### src/hdl/ethernet_mac_control_pkg.sv
// Constants shared by the Ethernet control block and its link engine
package ethernet_mac_control_pkg;
	localparam int ADDR_W = 8;
	localparam int DATA_W = 32;
	// Register byte addresses
	localparam logic [7:0] CONTROL_ONE_ADDR = 8'h00;
	localparam logic [7:0] STATUS_ADDR = 8'h10;
	localparam logic [7:0] STATION_MIDDLE_ADDR = 8'h20;
	localparam logic [7:0] IRQ_STATUS_ADDR = 8'h30;
	localparam logic [7:0] IRQ_MASK_ADDR = 8'h40;
	localparam logic [7:0] ALIAS_CLR = 8'h04;
	localparam logic [7:0] ALIAS_SET = 8'h08;
	localparam logic [7:0] ALIAS_INV = 8'h0C;
	localparam logic [7:0] ALIAS_MASK = 8'h0C;
	// Control register fields
	localparam int PAUSE_LSB = 16;
	localparam int PAUSE_W = 16;
	localparam int ENABLE_BIT = 15;
	localparam int IDLE_STOP_BIT = 13;
	localparam int TX_REQ_BIT = 9;
	localparam int RX_EN_BIT = 8;
	localparam logic [31:0] CONTROL_ONE_WMASK = 32'hFFFF_A300;
	localparam logic [31:0] CONTROL_ONE_RESET = 32'h0000_0000;
	// Status fields
	localparam int RX_BUSY_BIT = 5;
	localparam int TX_BUSY_BIT = 6;
	// Station address
	localparam int STATION_W = 16;
	localparam logic [15:0] STATION_FACTORY_DEFAULT = 16'h0000;
	// Interrupt status bits
	localparam int IRQ_TX_DONE = 0;
	localparam int IRQ_RX_DONE = 1;
	localparam int IRQ_RX_ABORT = 2;
	localparam int IRQ_W = 3;
	typedef enum logic [1:0] {
		TX_IDLE = 2'b00,
		TX_SEND = 2'b01,
		TX_LAST = 2'b10
	} tx_state_e;
	typedef enum logic [1:0] {
		RX_IDLE = 2'b00,
		RX_BUSY = 2'b01,
		RX_STORE = 2'b10
	} rx_state_e;
endpackage

### src/hdl/link_ctrl_if.sv
// Control and status between the register block and the link engine
`timescale 1ns/1ps
interface link_ctrl_if;
	logic enable;
	logic paused;
	logic tx_request;
	logic rx_enable;
	logic tx_active;
	logic tx_done;
	logic rx_active;
	logic rx_done;
	logic rx_abort;
	modport regs (output enable, paused, tx_request, rx_enable,
		input tx_active, tx_done, rx_active, rx_done, rx_abort);
	modport engine (input enable, paused, tx_request, rx_enable,
		output tx_active, tx_done, rx_active, rx_done, rx_abort);
endinterface

### src/hdl/mac_link_engine.sv
// Transmit and receive sequencing toward the line side
`timescale 1ns/1ps
module mac_link_engine
	import ethernet_mac_control_pkg::*;
(
	input wire logic clk_sys_i,
	input wire logic reset_i,
	link_ctrl_if.engine ctl,
	input wire logic tx_descriptor_valid_i,
	input wire logic tx_packet_end_i,
	output logic tx_packet_start_o,
	input wire logic rx_frame_start_i,
	input wire logic rx_frame_end_i,
	input wire logic rx_frame_abort_i,
	input wire logic rx_filter_pass_i,
	output logic rx_store_o
);
	tx_state_e tx_q;
	rx_state_e rx_q;
	logic go;
	assign go = ctl.enable && !ctl.paused;
	// Transmit: walk descriptors while requested
	always_ff @(posedge clk_sys_i or posedge reset_i) begin
		if (reset_i) begin
			tx_q <= TX_IDLE;
		end else if (!ctl.enable) begin
			tx_q <= TX_IDLE;
		end else begin
			case (tx_q)
				TX_IDLE: begin
					if (go && ctl.tx_request && tx_descriptor_valid_i) begin
						tx_q <= TX_SEND;
					end
				end
				TX_SEND: begin
					if (tx_packet_end_i) begin
						// Software stop lets the current packet finish first
						tx_q <= ctl.tx_request ? TX_IDLE : TX_LAST;
					end
				end
				TX_LAST: tx_q <= TX_IDLE;
				default: tx_q <= TX_IDLE;
			endcase
		end
	end
	always_ff @(posedge clk_sys_i or posedge reset_i) begin
		if (reset_i) begin
			tx_packet_start_o <= 1'b0;
		end else begin
			tx_packet_start_o <= ctl.enable && tx_q == TX_IDLE && go && ctl.tx_request
				&& tx_descriptor_valid_i;
		end
	end
	assign ctl.tx_active = tx_q != TX_IDLE;
	// Done when table is exhausted while still requested
	assign ctl.tx_done = ctl.enable && tx_q == TX_IDLE && ctl.tx_request
		&& !tx_descriptor_valid_i && !ctl.paused;
	// Receive
	always_ff @(posedge clk_sys_i or posedge reset_i) begin
		if (reset_i) begin
			rx_q <= RX_IDLE;
		end else if (!ctl.enable) begin
			rx_q <= RX_IDLE;
		end else begin
			case (rx_q)
				RX_IDLE: begin
					if (go && ctl.rx_enable && rx_frame_start_i) begin
						rx_q <= RX_BUSY;
					end
				end
				RX_BUSY: begin
					if (rx_frame_abort_i || !ctl.rx_enable) begin
						rx_q <= RX_IDLE;
					end else if (rx_frame_end_i) begin
						rx_q <= rx_filter_pass_i ? RX_STORE : RX_IDLE;
					end
				end
				RX_STORE: rx_q <= RX_IDLE;
				default: rx_q <= RX_IDLE;
			endcase
		end
	end
	always_ff @(posedge clk_sys_i or posedge reset_i) begin
		if (reset_i) begin
			rx_store_o <= 1'b0;
		end else begin
			rx_store_o <= ctl.enable && rx_q == RX_BUSY && rx_frame_end_i
				&& rx_filter_pass_i && !rx_frame_abort_i && ctl.rx_enable;
		end
	end
	assign ctl.rx_active = ctl.enable && rx_q == RX_BUSY;
	assign ctl.rx_done = rx_q == RX_STORE;
	assign ctl.rx_abort = rx_q == RX_BUSY && (rx_frame_abort_i || (rx_frame_end_i
		&& !rx_filter_pass_i));
endmodule

### src/hdl/ethernet_mac_control.sv
// Ethernet controller control and status registers
//
// The address-and-strobe port and the register offsets are this design's own decisions.
`timescale 1ns/1ps
module ethernet_mac_control
	import ethernet_mac_control_pkg::*;
#(
	parameter logic [15:0] STATION_FACTORY = STATION_FACTORY_DEFAULT
) (
	input wire logic clk_sys_i,
	input wire logic reset_i,
	input wire logic [7:0] addr_i,
	input wire logic [31:0] wdata_i,
	input wire logic [3:0] byte_en_i,
	input wire logic write_i,
	input wire logic read_i,
	output logic [31:0] rdata_o,
	input wire logic system_idle_i,
	input wire logic tx_descriptor_valid_i,
	input wire logic tx_packet_end_i,
	output logic tx_packet_start_o,
	input wire logic rx_frame_start_i,
	input wire logic rx_frame_end_i,
	input wire logic rx_frame_abort_i,
	input wire logic rx_filter_pass_i,
	output logic rx_store_o,
	output logic [15:0] pause_time_value_o,
	output logic irq_o
);
	link_ctrl_if ctl ();
	logic [31:0] control_q;
	logic [STATION_W-1:0] station_q;
	logic [IRQ_W-1:0] irq_status_q;
	logic [IRQ_W-1:0] irq_mask_q;
	logic [7:0] base;
	logic [7:0] alias_sel;
	logic [31:0] byte_mask;
	logic size_ok;
	logic [IRQ_W-1:0] events;

	assign base = addr_i & ~ALIAS_MASK;
	assign alias_sel = addr_i & ALIAS_MASK;

	// Byte enables widened to a bit mask
	genvar g;
	generate
		for (g = 0; g < 4; g++) begin : g_lane
			assign byte_mask[g*8 +: 8] = {8{byte_en_i[g]}};
		end
	endgenerate

	// Only half-word or word lanes count as a legal station access
	assign size_ok = byte_en_i == 4'hF || byte_en_i == 4'h3 || byte_en_i == 4'hC;

	function automatic logic [31:0] apply(input logic [31:0] cur, input logic [31:0] wd,
		input logic [31:0] m, input logic [7:0] sel);
		logic [31:0] r;
		r = cur;
		case (sel)
			ALIAS_CLR: r = cur & ~(wd & m);
			ALIAS_SET: r = cur | (wd & m);
			ALIAS_INV: r = cur ^ (wd & m);
			default: r = (cur & ~m) | (wd & m);
		endcase
		return r;
	endfunction

	// Control register
	logic [31:0] control_w;
	assign control_w = apply(control_q, wdata_i, byte_mask & CONTROL_ONE_WMASK, alias_sel);
	always_ff @(posedge clk_sys_i or posedge reset_i) begin
		if (reset_i) begin
			control_q <= CONTROL_ONE_RESET;
		end else if (write_i && base == CONTROL_ONE_ADDR) begin
			control_q <= control_w;
		end else if (ctl.tx_done) begin
			// Done clears only when no write touches the register this cycle
			control_q[TX_REQ_BIT] <= 1'b0;
		end
	end

	// Station address, preloaded then writable
	// Held in the register itself so aliased writes act on the factory value
	logic [31:0] station_w;
	assign station_w = apply({16'h0000, station_q}, wdata_i, byte_mask, alias_sel);
	always_ff @(posedge clk_sys_i or posedge reset_i) begin
		if (reset_i) begin
			station_q <= STATION_FACTORY;
		end else if (write_i && base == STATION_MIDDLE_ADDR && size_ok) begin
			station_q <= station_w[STATION_W-1:0];
		end
	end

	// Link control
	assign ctl.enable = control_q[ENABLE_BIT];
	assign ctl.paused = control_q[IDLE_STOP_BIT] && system_idle_i;
	assign ctl.tx_request = control_q[TX_REQ_BIT];
	assign ctl.rx_enable = control_q[RX_EN_BIT];
	assign pause_time_value_o = control_q[PAUSE_LSB +: PAUSE_W];

	mac_link_engine u_engine (
		.clk_sys_i(clk_sys_i),
		.reset_i(reset_i),
		.ctl(ctl.engine),
		.tx_descriptor_valid_i(tx_descriptor_valid_i),
		.tx_packet_end_i(tx_packet_end_i),
		.tx_packet_start_o(tx_packet_start_o),
		.rx_frame_start_i(rx_frame_start_i),
		.rx_frame_end_i(rx_frame_end_i),
		.rx_frame_abort_i(rx_frame_abort_i),
		.rx_filter_pass_i(rx_filter_pass_i),
		.rx_store_o(rx_store_o)
	);

	// Interrupts: sticky, write one to clear, set wins
	logic tx_done_q;
	always_ff @(posedge clk_sys_i or posedge reset_i) begin
		if (reset_i) begin
			tx_done_q <= 1'b0;
		end else begin
			tx_done_q <= ctl.tx_done && !(write_i && base == CONTROL_ONE_ADDR);
		end
	end
	assign events[IRQ_TX_DONE] = tx_done_q;
	assign events[IRQ_RX_DONE] = ctl.rx_done;
	assign events[IRQ_RX_ABORT] = ctl.rx_abort;
	always_ff @(posedge clk_sys_i or posedge reset_i) begin
		if (reset_i) begin
			irq_status_q <= '0;
		end else if (write_i && addr_i == IRQ_STATUS_ADDR) begin
			irq_status_q <= (irq_status_q & ~wdata_i[IRQ_W-1:0]) | events;
		end else begin
			irq_status_q <= irq_status_q | events;
		end
	end
	always_ff @(posedge clk_sys_i or posedge reset_i) begin
		if (reset_i) begin
			irq_mask_q <= '0;
		end else if (write_i && addr_i == IRQ_MASK_ADDR) begin
			irq_mask_q <= wdata_i[IRQ_W-1:0];
		end
	end
	assign irq_o = |(irq_status_q & irq_mask_q);

	// Read path, data one cycle after the strobe
	logic [31:0] rd_d;
	always_comb begin
		rd_d = 32'h0000_0000;
		case (base)
			CONTROL_ONE_ADDR: rd_d = control_q & CONTROL_ONE_WMASK;
			STATUS_ADDR: begin
				rd_d[RX_BUSY_BIT] = ctl.rx_active;
				rd_d[TX_BUSY_BIT] = ctl.tx_active;
			end
			STATION_MIDDLE_ADDR: rd_d = {16'h0000, station_q};
			IRQ_STATUS_ADDR: rd_d[IRQ_W-1:0] = irq_status_q;
			IRQ_MASK_ADDR: rd_d[IRQ_W-1:0] = irq_mask_q;
			default: rd_d = 32'h0000_0000;
		endcase
	end
	always_ff @(posedge clk_sys_i or posedge reset_i) begin
		if (reset_i) begin
			rdata_o <= 32'h0000_0000;
		end else if (read_i) begin
			rdata_o <= rd_d;
		end else begin
			rdata_o <= 32'h0000_0000;
		end
	end
endmodule

### config.mk
export PLATFORM = sky130hd
export DESIGN_NAME = ethernet_mac_control
export DESIGN_NICKNAME = d
export VERILOG_FILES = /design/src/hdl/ethernet_mac_control_pkg.sv /design/src/hdl/link_ctrl_if.sv /design/src/hdl/mac_link_engine.sv /design/src/hdl/ethernet_mac_control.sv
export SDC_FILE = /design/constraint.sdc
export NUM_CORES = 1
export LEC_CHECK = 0
export BUFFER_PORTS_ARGS = -buffer_cell sky130_fd_sc_hd__buf_2
export CORE_UTILIZATION = 35
export CTS_CLUSTER_SIZE = 40
export DETAILED_ROUTE_END_ITERATION = 7
export SLEW_MARGIN = 25
export SYNTH_ARGS = -nofsm -noshare
export SYNTH_HDL_FRONTEND = slang
export SYNTH_SLANG_ARGS = --single-unit
### constraint.sdc
create_clock -name clk_sys_i -period 2.5 [get_ports clk_sys_i]
set_clock_uncertainty 0.1 [all_clocks]
set_input_delay 0.125 -clock clk_sys_i [delete_from_list [all_inputs] [get_ports clk_sys_i]]
set_output_delay 0.125 -clock clk_sys_i [all_outputs]
set_load 0.01 [all_outputs]
-- Word-level counts from Yosys, hierarchy flattened
Index checks and enable logic that the tools add are counted.
- bits in registers: 93
- bits of input ports: 55
- output and inout bits: 51
- logic and storage cells: 116
- eq/ne operators: 19
- multiplexer cells: 21
- bitwise logic cells: 21
- reduce and logical (&&, ||, !) cells: 44
- operators with widths (operator ; count):
    $and 32x32->32 ; 3
    $pmux 32 s3 ; 1
    $not 32->32 ; 2
    $or 32x32->32 ; 2
    $pmux 25 s2 ; 1
    $and 16x16->16 ; 3
    $pmux 16 s3 ; 1
    $mux 32 ; 1
    $not 16->16 ; 2
    $or 16x16->16 ; 2
    $xor 32x32->32 ; 1
    $logic_and 1x1->1 ; 26
    $mux 2 ; 10
    $xor 16x16->16 ; 1
    $eq 6x4->1 const B ; 2
    $pmux 2 s2 ; 3
    $pmux 3 s3 ; 1
    $eq 4x4->1 const B ; 2
    $eq 8x6->1 const B ; 1
    $eq 8x7->1 const B ; 1
    $logic_not 8->1 ; 1
    $and 3x3->3 ; 2
    $eq 2x1->1 const B ; 3
    $eq 2x2->1 const B ; 3
    other kinds (16) ; 30

-- Longest topological paths before layout
- depth after elaboration: 8
- depth in mapped cells: 7
- depth with buffers taken out: 6

-- Modules after synthesis
A second synthesis with hierarchy kept.
- cell total of the unflattened synthesis: 475
- area total of the unflattened synthesis: 4654.5 µm²
- modules (own cells, without submodules) (module ; instances ; cells an instance ; area an instance (µm²) ; sequential area each (µm²)):
    ethernet_mac_control ; 1 ; 443 ; 4349.2 ; 1876.8
    mac_link_engine ; 1 ; 32 ; 305.3 ; 150.1

-- Worst setup path after synthesis
No wires, ideal clock.
- kind: input-to-reg
- from: in byte_en_i[0]
- to: reg station_q[0]
- setup time: 121 ps
- arrival: 1619 ps
- data required time: 2279 ps
- slack: 660 ps
- stages: 7
- buffers on the path: 3
- cells stage by stage: buf_2 > nor4bb_1 > a31oi_1 > or4_1 > buf_2 > buf_6 > a22o_1
- word-level cells in the longest chain between the ends: 4
- elaborated cells on any way between the ends: 15
- those cells by class: 3 x eq/ne; 1 x mux; 8 x bitwise; 3 x reduce/logical
- ends and longest elaborated chain (item ; RTL line ; text):
    start: declaration ; ethernet_mac_control.sv:14 ; input wire logic [3:0] byte_en_i,
    $not 16->16 (tied with other cells) ; ethernet_mac_control.sv:63 ; default: r = (cur & ~m) | (wd & m);
    $and 16x16->16 (tied with other cells) ; ethernet_mac_control.sv:63 ;
    $or 16x16->16 (tied with other cells) ; ethernet_mac_control.sv:63 ;
    $pmux 16 s3 or $logic_and 1x1->1 (tied branches) ; ethernet_mac_control.sv:59, ethernet_mac_control.sv:89 ;
    end signal: assignment ; ethernet_mac_control.sv:90 ; station_q <= station_w[STATION_W-1:0];
    end: declaration ; ethernet_mac_control.sv:32 ; logic [STATION_W-1:0] station_q;
Parallel ways exist; a longest one is shown, timed or not.
A chain may end at the register's enable or synchronous reset.

-- Worst setup path after layout
- from: in byte_en_i[0]
- to: reg station_q[11]
- word-level cells in the longest chain between the ends: 4
- elaborated cells on any way between the ends: 6
- those cells by class: 3 x eq/ne; 3 x reduce/logical
- ends and longest elaborated chain (item ; RTL line ; text):
    $eq 4x4->1 or $eq 4x2->1 (tied branches) ; ethernet_mac_control.sv:53 ; assign size_ok = byte_en_i == 4'hF || byte_en_i == 4'h3 || byte_en_i == 4'hC;
    $logic_or 1x1->1 ; ethernet_mac_control.sv:53 ;
    $logic_or 1x1->1 (*) ; ethernet_mac_control.sv:53 ;
    $logic_and 1x1->1 (*) ; ethernet_mac_control.sv:89 ; end else if (write_i && base == STATION_MIDDLE_ADDR && size_ok) begin
Mark *: on every way between the ends. The rest lies on a longest branch, timed or not.

==> flow_summary_export.csv <==
group,metric,value,unit
sta,tightest_slew,0.751,ns
power,peakVddDrop,0.000332,V
yosys,synth_fp_nets,552,
floorplan,die_area,0.0133,sq mm
floorplan,initial_core_util,35.8,%
global_routing,grt_usage,18.2,%
clocking,clockBufferDepth,2,
floorplan,io_pins,106,
final_layout,nets,647,
floorplan,core_area,0.0126,sq mm
sta,holdWs,0.0429,ns
sta,rsz0062_at_grt,"false",
sta,post-route-period-util,72.7,%
sta,maxSlewHeadroom,49.9,%
routing,wl,11400,microns
yosys,ys_async_sr_fraction,100,%
setup_path,crit_start,"byte_en_i[0]",
final_layout,drive_gt1_share,24.5,%
global_routing,grt_first_pass_wirelength,18400,microns
routing,first_pass_iters,5,
final_layout,instances_no_fill,731,
setup_path,timing.rr.end,"u_engine.rx_q[1]",
setup_path,r2r_start,"control_q[15]",
clocking,insertion_delay,0.34,ns
routing,drc_errors,0,
setup_path,start_kind,"input port",
sta,finalSetupViolations,0,
place,gp_congestion,0.831,
final_layout,fillers,1222,
setup_path,rr_worst_depth,4,
place,portBuffers,105,
run,cap_violations,0,
setup_path,endpoint_kind,"flop",
yosys,synth-seq-area-share,45.1,%
clocking,cts.sinks,81,
clocking,cts_tree,"done",
final_layout,fin_util,43.9,%
yosys,syn_area_per_cell,9.75,sq um
place,hpwl,8160,microns
routing,drt_iter0_drc,198,
clocking,htreeDepth,3,
routing,num_vias,3729,
floorplan,die_y,115,microns
yosys,synth_seq_cells,81,
sta,finalHoldViolations,0,
clocking,clk_pin_slew,0.06,ns
setup_path,crit_type,"input port to flop",
setup_path,path_depth,5,
setup_path,slowest_stage,"or4_1",
routing,viasPerCell,5.10,
global_routing,grt_max_degree,59,
sta,finalCriticalPeriod,1.82,ns
setup_path,critical-path-top-delay-family,"simple AND/OR/NAND/NOR gates",
setup_path,arrival,1.94,ns
place,dp.cells,705,
clocking,cts_made_buffers,9,
setup_path,crit_required,2.62,ns
yosys,synth_ff_type,"dfrtp_1",
routing,ant_nets,0,
global_routing,overflow,0,
power,p_leak,0.00281,uW
clocking,cts_setup_buffers,0,
final_layout,num_antenna_cells,0,
sta,fmax,551,MHz
floorplan,rows,41,
global_routing,antenna_found_initial,0,
yosys,synth_area,0.00450,sq mm
sta,maxSlewViolCount,0,
global_routing,first_global_vias,3658,
yosys,yosysUniqueCellTypes,43,
yosys,yosys_warnings,0,
yosys,syn_inst,461,
floorplan,die_x,115,microns
setup_path,r2r_slack,0.81,ns
setup_path,path_max_fanout,16,
setup_path,crit_path_cell_trace,"buf_2, nor4bb_1, a31oi_1, or4_1, a22o_1",
sta,tns,0,ns
final_layout,area_delta_synth_final,22.6,%
min_path,hold_class,"input port to flop",
setup_path,max_stage_delay,0.84,ns
run_status,status,"finished clean",
setup_path,crit_end,"station_q[11]",
setup_path,path_buf_inv,1,
min_path,min-delay-start,"read_i",
routing,wl_per_cell,15.5,microns
clocking,root_buffer,"clkbuf_16",
power,power_density,575,mW/mm^2
yosys,synth-edff-count,0,
[logic make-up (layout without fill, tap and decap cells)]
| logic type | after synthesis | in the layout | synth area share [%] |
|---|---|---|---|
| and+or+nand+nor | 151 | 151 | 17.5 |
| AOI/OAI and AO/OA | 132 | 132 | 19.7 |
| DFF | 81 | 81 | 45.1 |
| buffers and inverters | 54 | 152 | 6.10 |
| adders and majority gates | 36 | 36 | 10.0 |
| muxes | 6 | 6 | 1.42 |
| xor gates and xnor gates | 1 | 1 | 0.195 |
[through the flow]
step	total power [uW]	instance area, sq um	setup WS, ns
2_1_floorplan	1680	4500	0.195
3_3_place_gp	1790	5090	0.357
3_5_place_dp	1810	5090	0.329
4_1_cts	3200	5510	0.690
5_1_grt	3310	5510	0.540
6_report	3170	5510	0.684
[power by group]
part           switching [uW]  internal (uW)
Sequential               47.5           1350
Combinational             221            172
Clock                     514            865
Total                     782           2390
[cell usage after synthesis, types with 3 or more instances]
cell      instances  share of area, %
clkbuf_1         23               1.9
nor2_1           14               1.2
buf_2             3              0.33
o22ai_1           3              0.42
a21o_1            5              0.84
mux2_2            3              0.75
nand2b_1          5              0.70
dfrtp_1          81                45
nand3_1           5              0.56
mux2i_1           3              0.67
inv_1             9              0.75
nor3b_1           3              0.50
and2_1           23               3.2
nor2b_1          25               3.5
buf_4            16               2.7
o211ai_1         18               3.0
ha_1             36                10
o21ai_0          48               5.3
nand2_1          61               5.1
a21oi_1          13               1.4
a22o_1           35               6.8
[routing by layer]
metal	track usage [%]	part of all wire (%)
met1	23.8	45
met2	29.4	48
met3	3.69	5.8
met4	7.01	1.8
met5	0	0
[final cells by class]
class                   instances  area [sq um]  area share, %
multi-input cells             326          2200           39.9
flip-flops and latches         81          2030           36.8
repair buffers                129           736           13.3
clock buffers                  11           233           4.22
well taps                     172           215           3.90
clock inverters                 3          67.6           1.23
inverters                       9          35.0          0.635
[how the worst min path moves through the flow]
stage | to | slack, ns | cells after the start
3_3_place_gp | tx_done_q | 0.11 | 2
3_5_place_dp | tx_done_q | 0.12 | 2
6_report | rdata_o[1] | 0.04 | 3
5_1_grt | rdata_o[0] | 0.07 | 3
2_1_floorplan | u_engine.rx_q[1] | 0.1 | 1
4_1_cts | rdata_o[1] | 0.03 | 3
[what timing repair did]
item                                   CTS  global route
hold buffers                            12             0
resized for setup                        0             0
endpoints found under the hold margin   38             0
[flip-flops by register name, summed over array words and instances, names as in the netlist]
signal	count
u_engine.rx_q	2
irq_mask_q	3
u_engine.tx_packet_start_o	1
rdata_o	32
station_q	16
u_engine.rx_store_o	1
tx_done_q	1
control_q	20
u_engine.tx_q	2
irq_status_q	3
[placed cells by master, fill, tap and decap left out, types with 2 or more instances in the layout]
| master | instances |
|---|---|
| buf_2 | 105 |
| dfrtp_1 | 81 |
| nand2_1 | 61 |
| o21ai_0 | 48 |
| ha_1 | 36 |
| a22o_1 | 35 |
| nor2b_1 | 25 |
| and2_1 | 23 |
| o211ai_1 | 18 |
| nor2_1 | 14 |
| a21oi_1 | 13 |
| dlygate4sd3_1 | 12 |
| buf_4 | 12 |
| clkbuf_16 | 9 |
| inv_1 | 8 |
| a21o_1 | 5 |
| nand2b_1 | 5 |
| nand3_1 | 5 |
| nor3b_1 | 3 |
| mux2_2 | 3 |
| mux2i_1 | 3 |
| o22ai_1 | 3 |
| or4_1 | 2 |
| o2111ai_1 | 2 |
| nor4_1 | 2 |
| o2bb2ai_1 | 2 |
| and4_1 | 2 |
| clkbuf_1 | 2 |
| bufinv_16 | 2 |
[worst reg2reg max path, delay by kind of cell, from the launching register on]
family	cells	cell delay (ns)
flops	1	0.44
buf+inv	1	0.58
simple gates	3	0.51
Power figures use the tool's default switching activity.
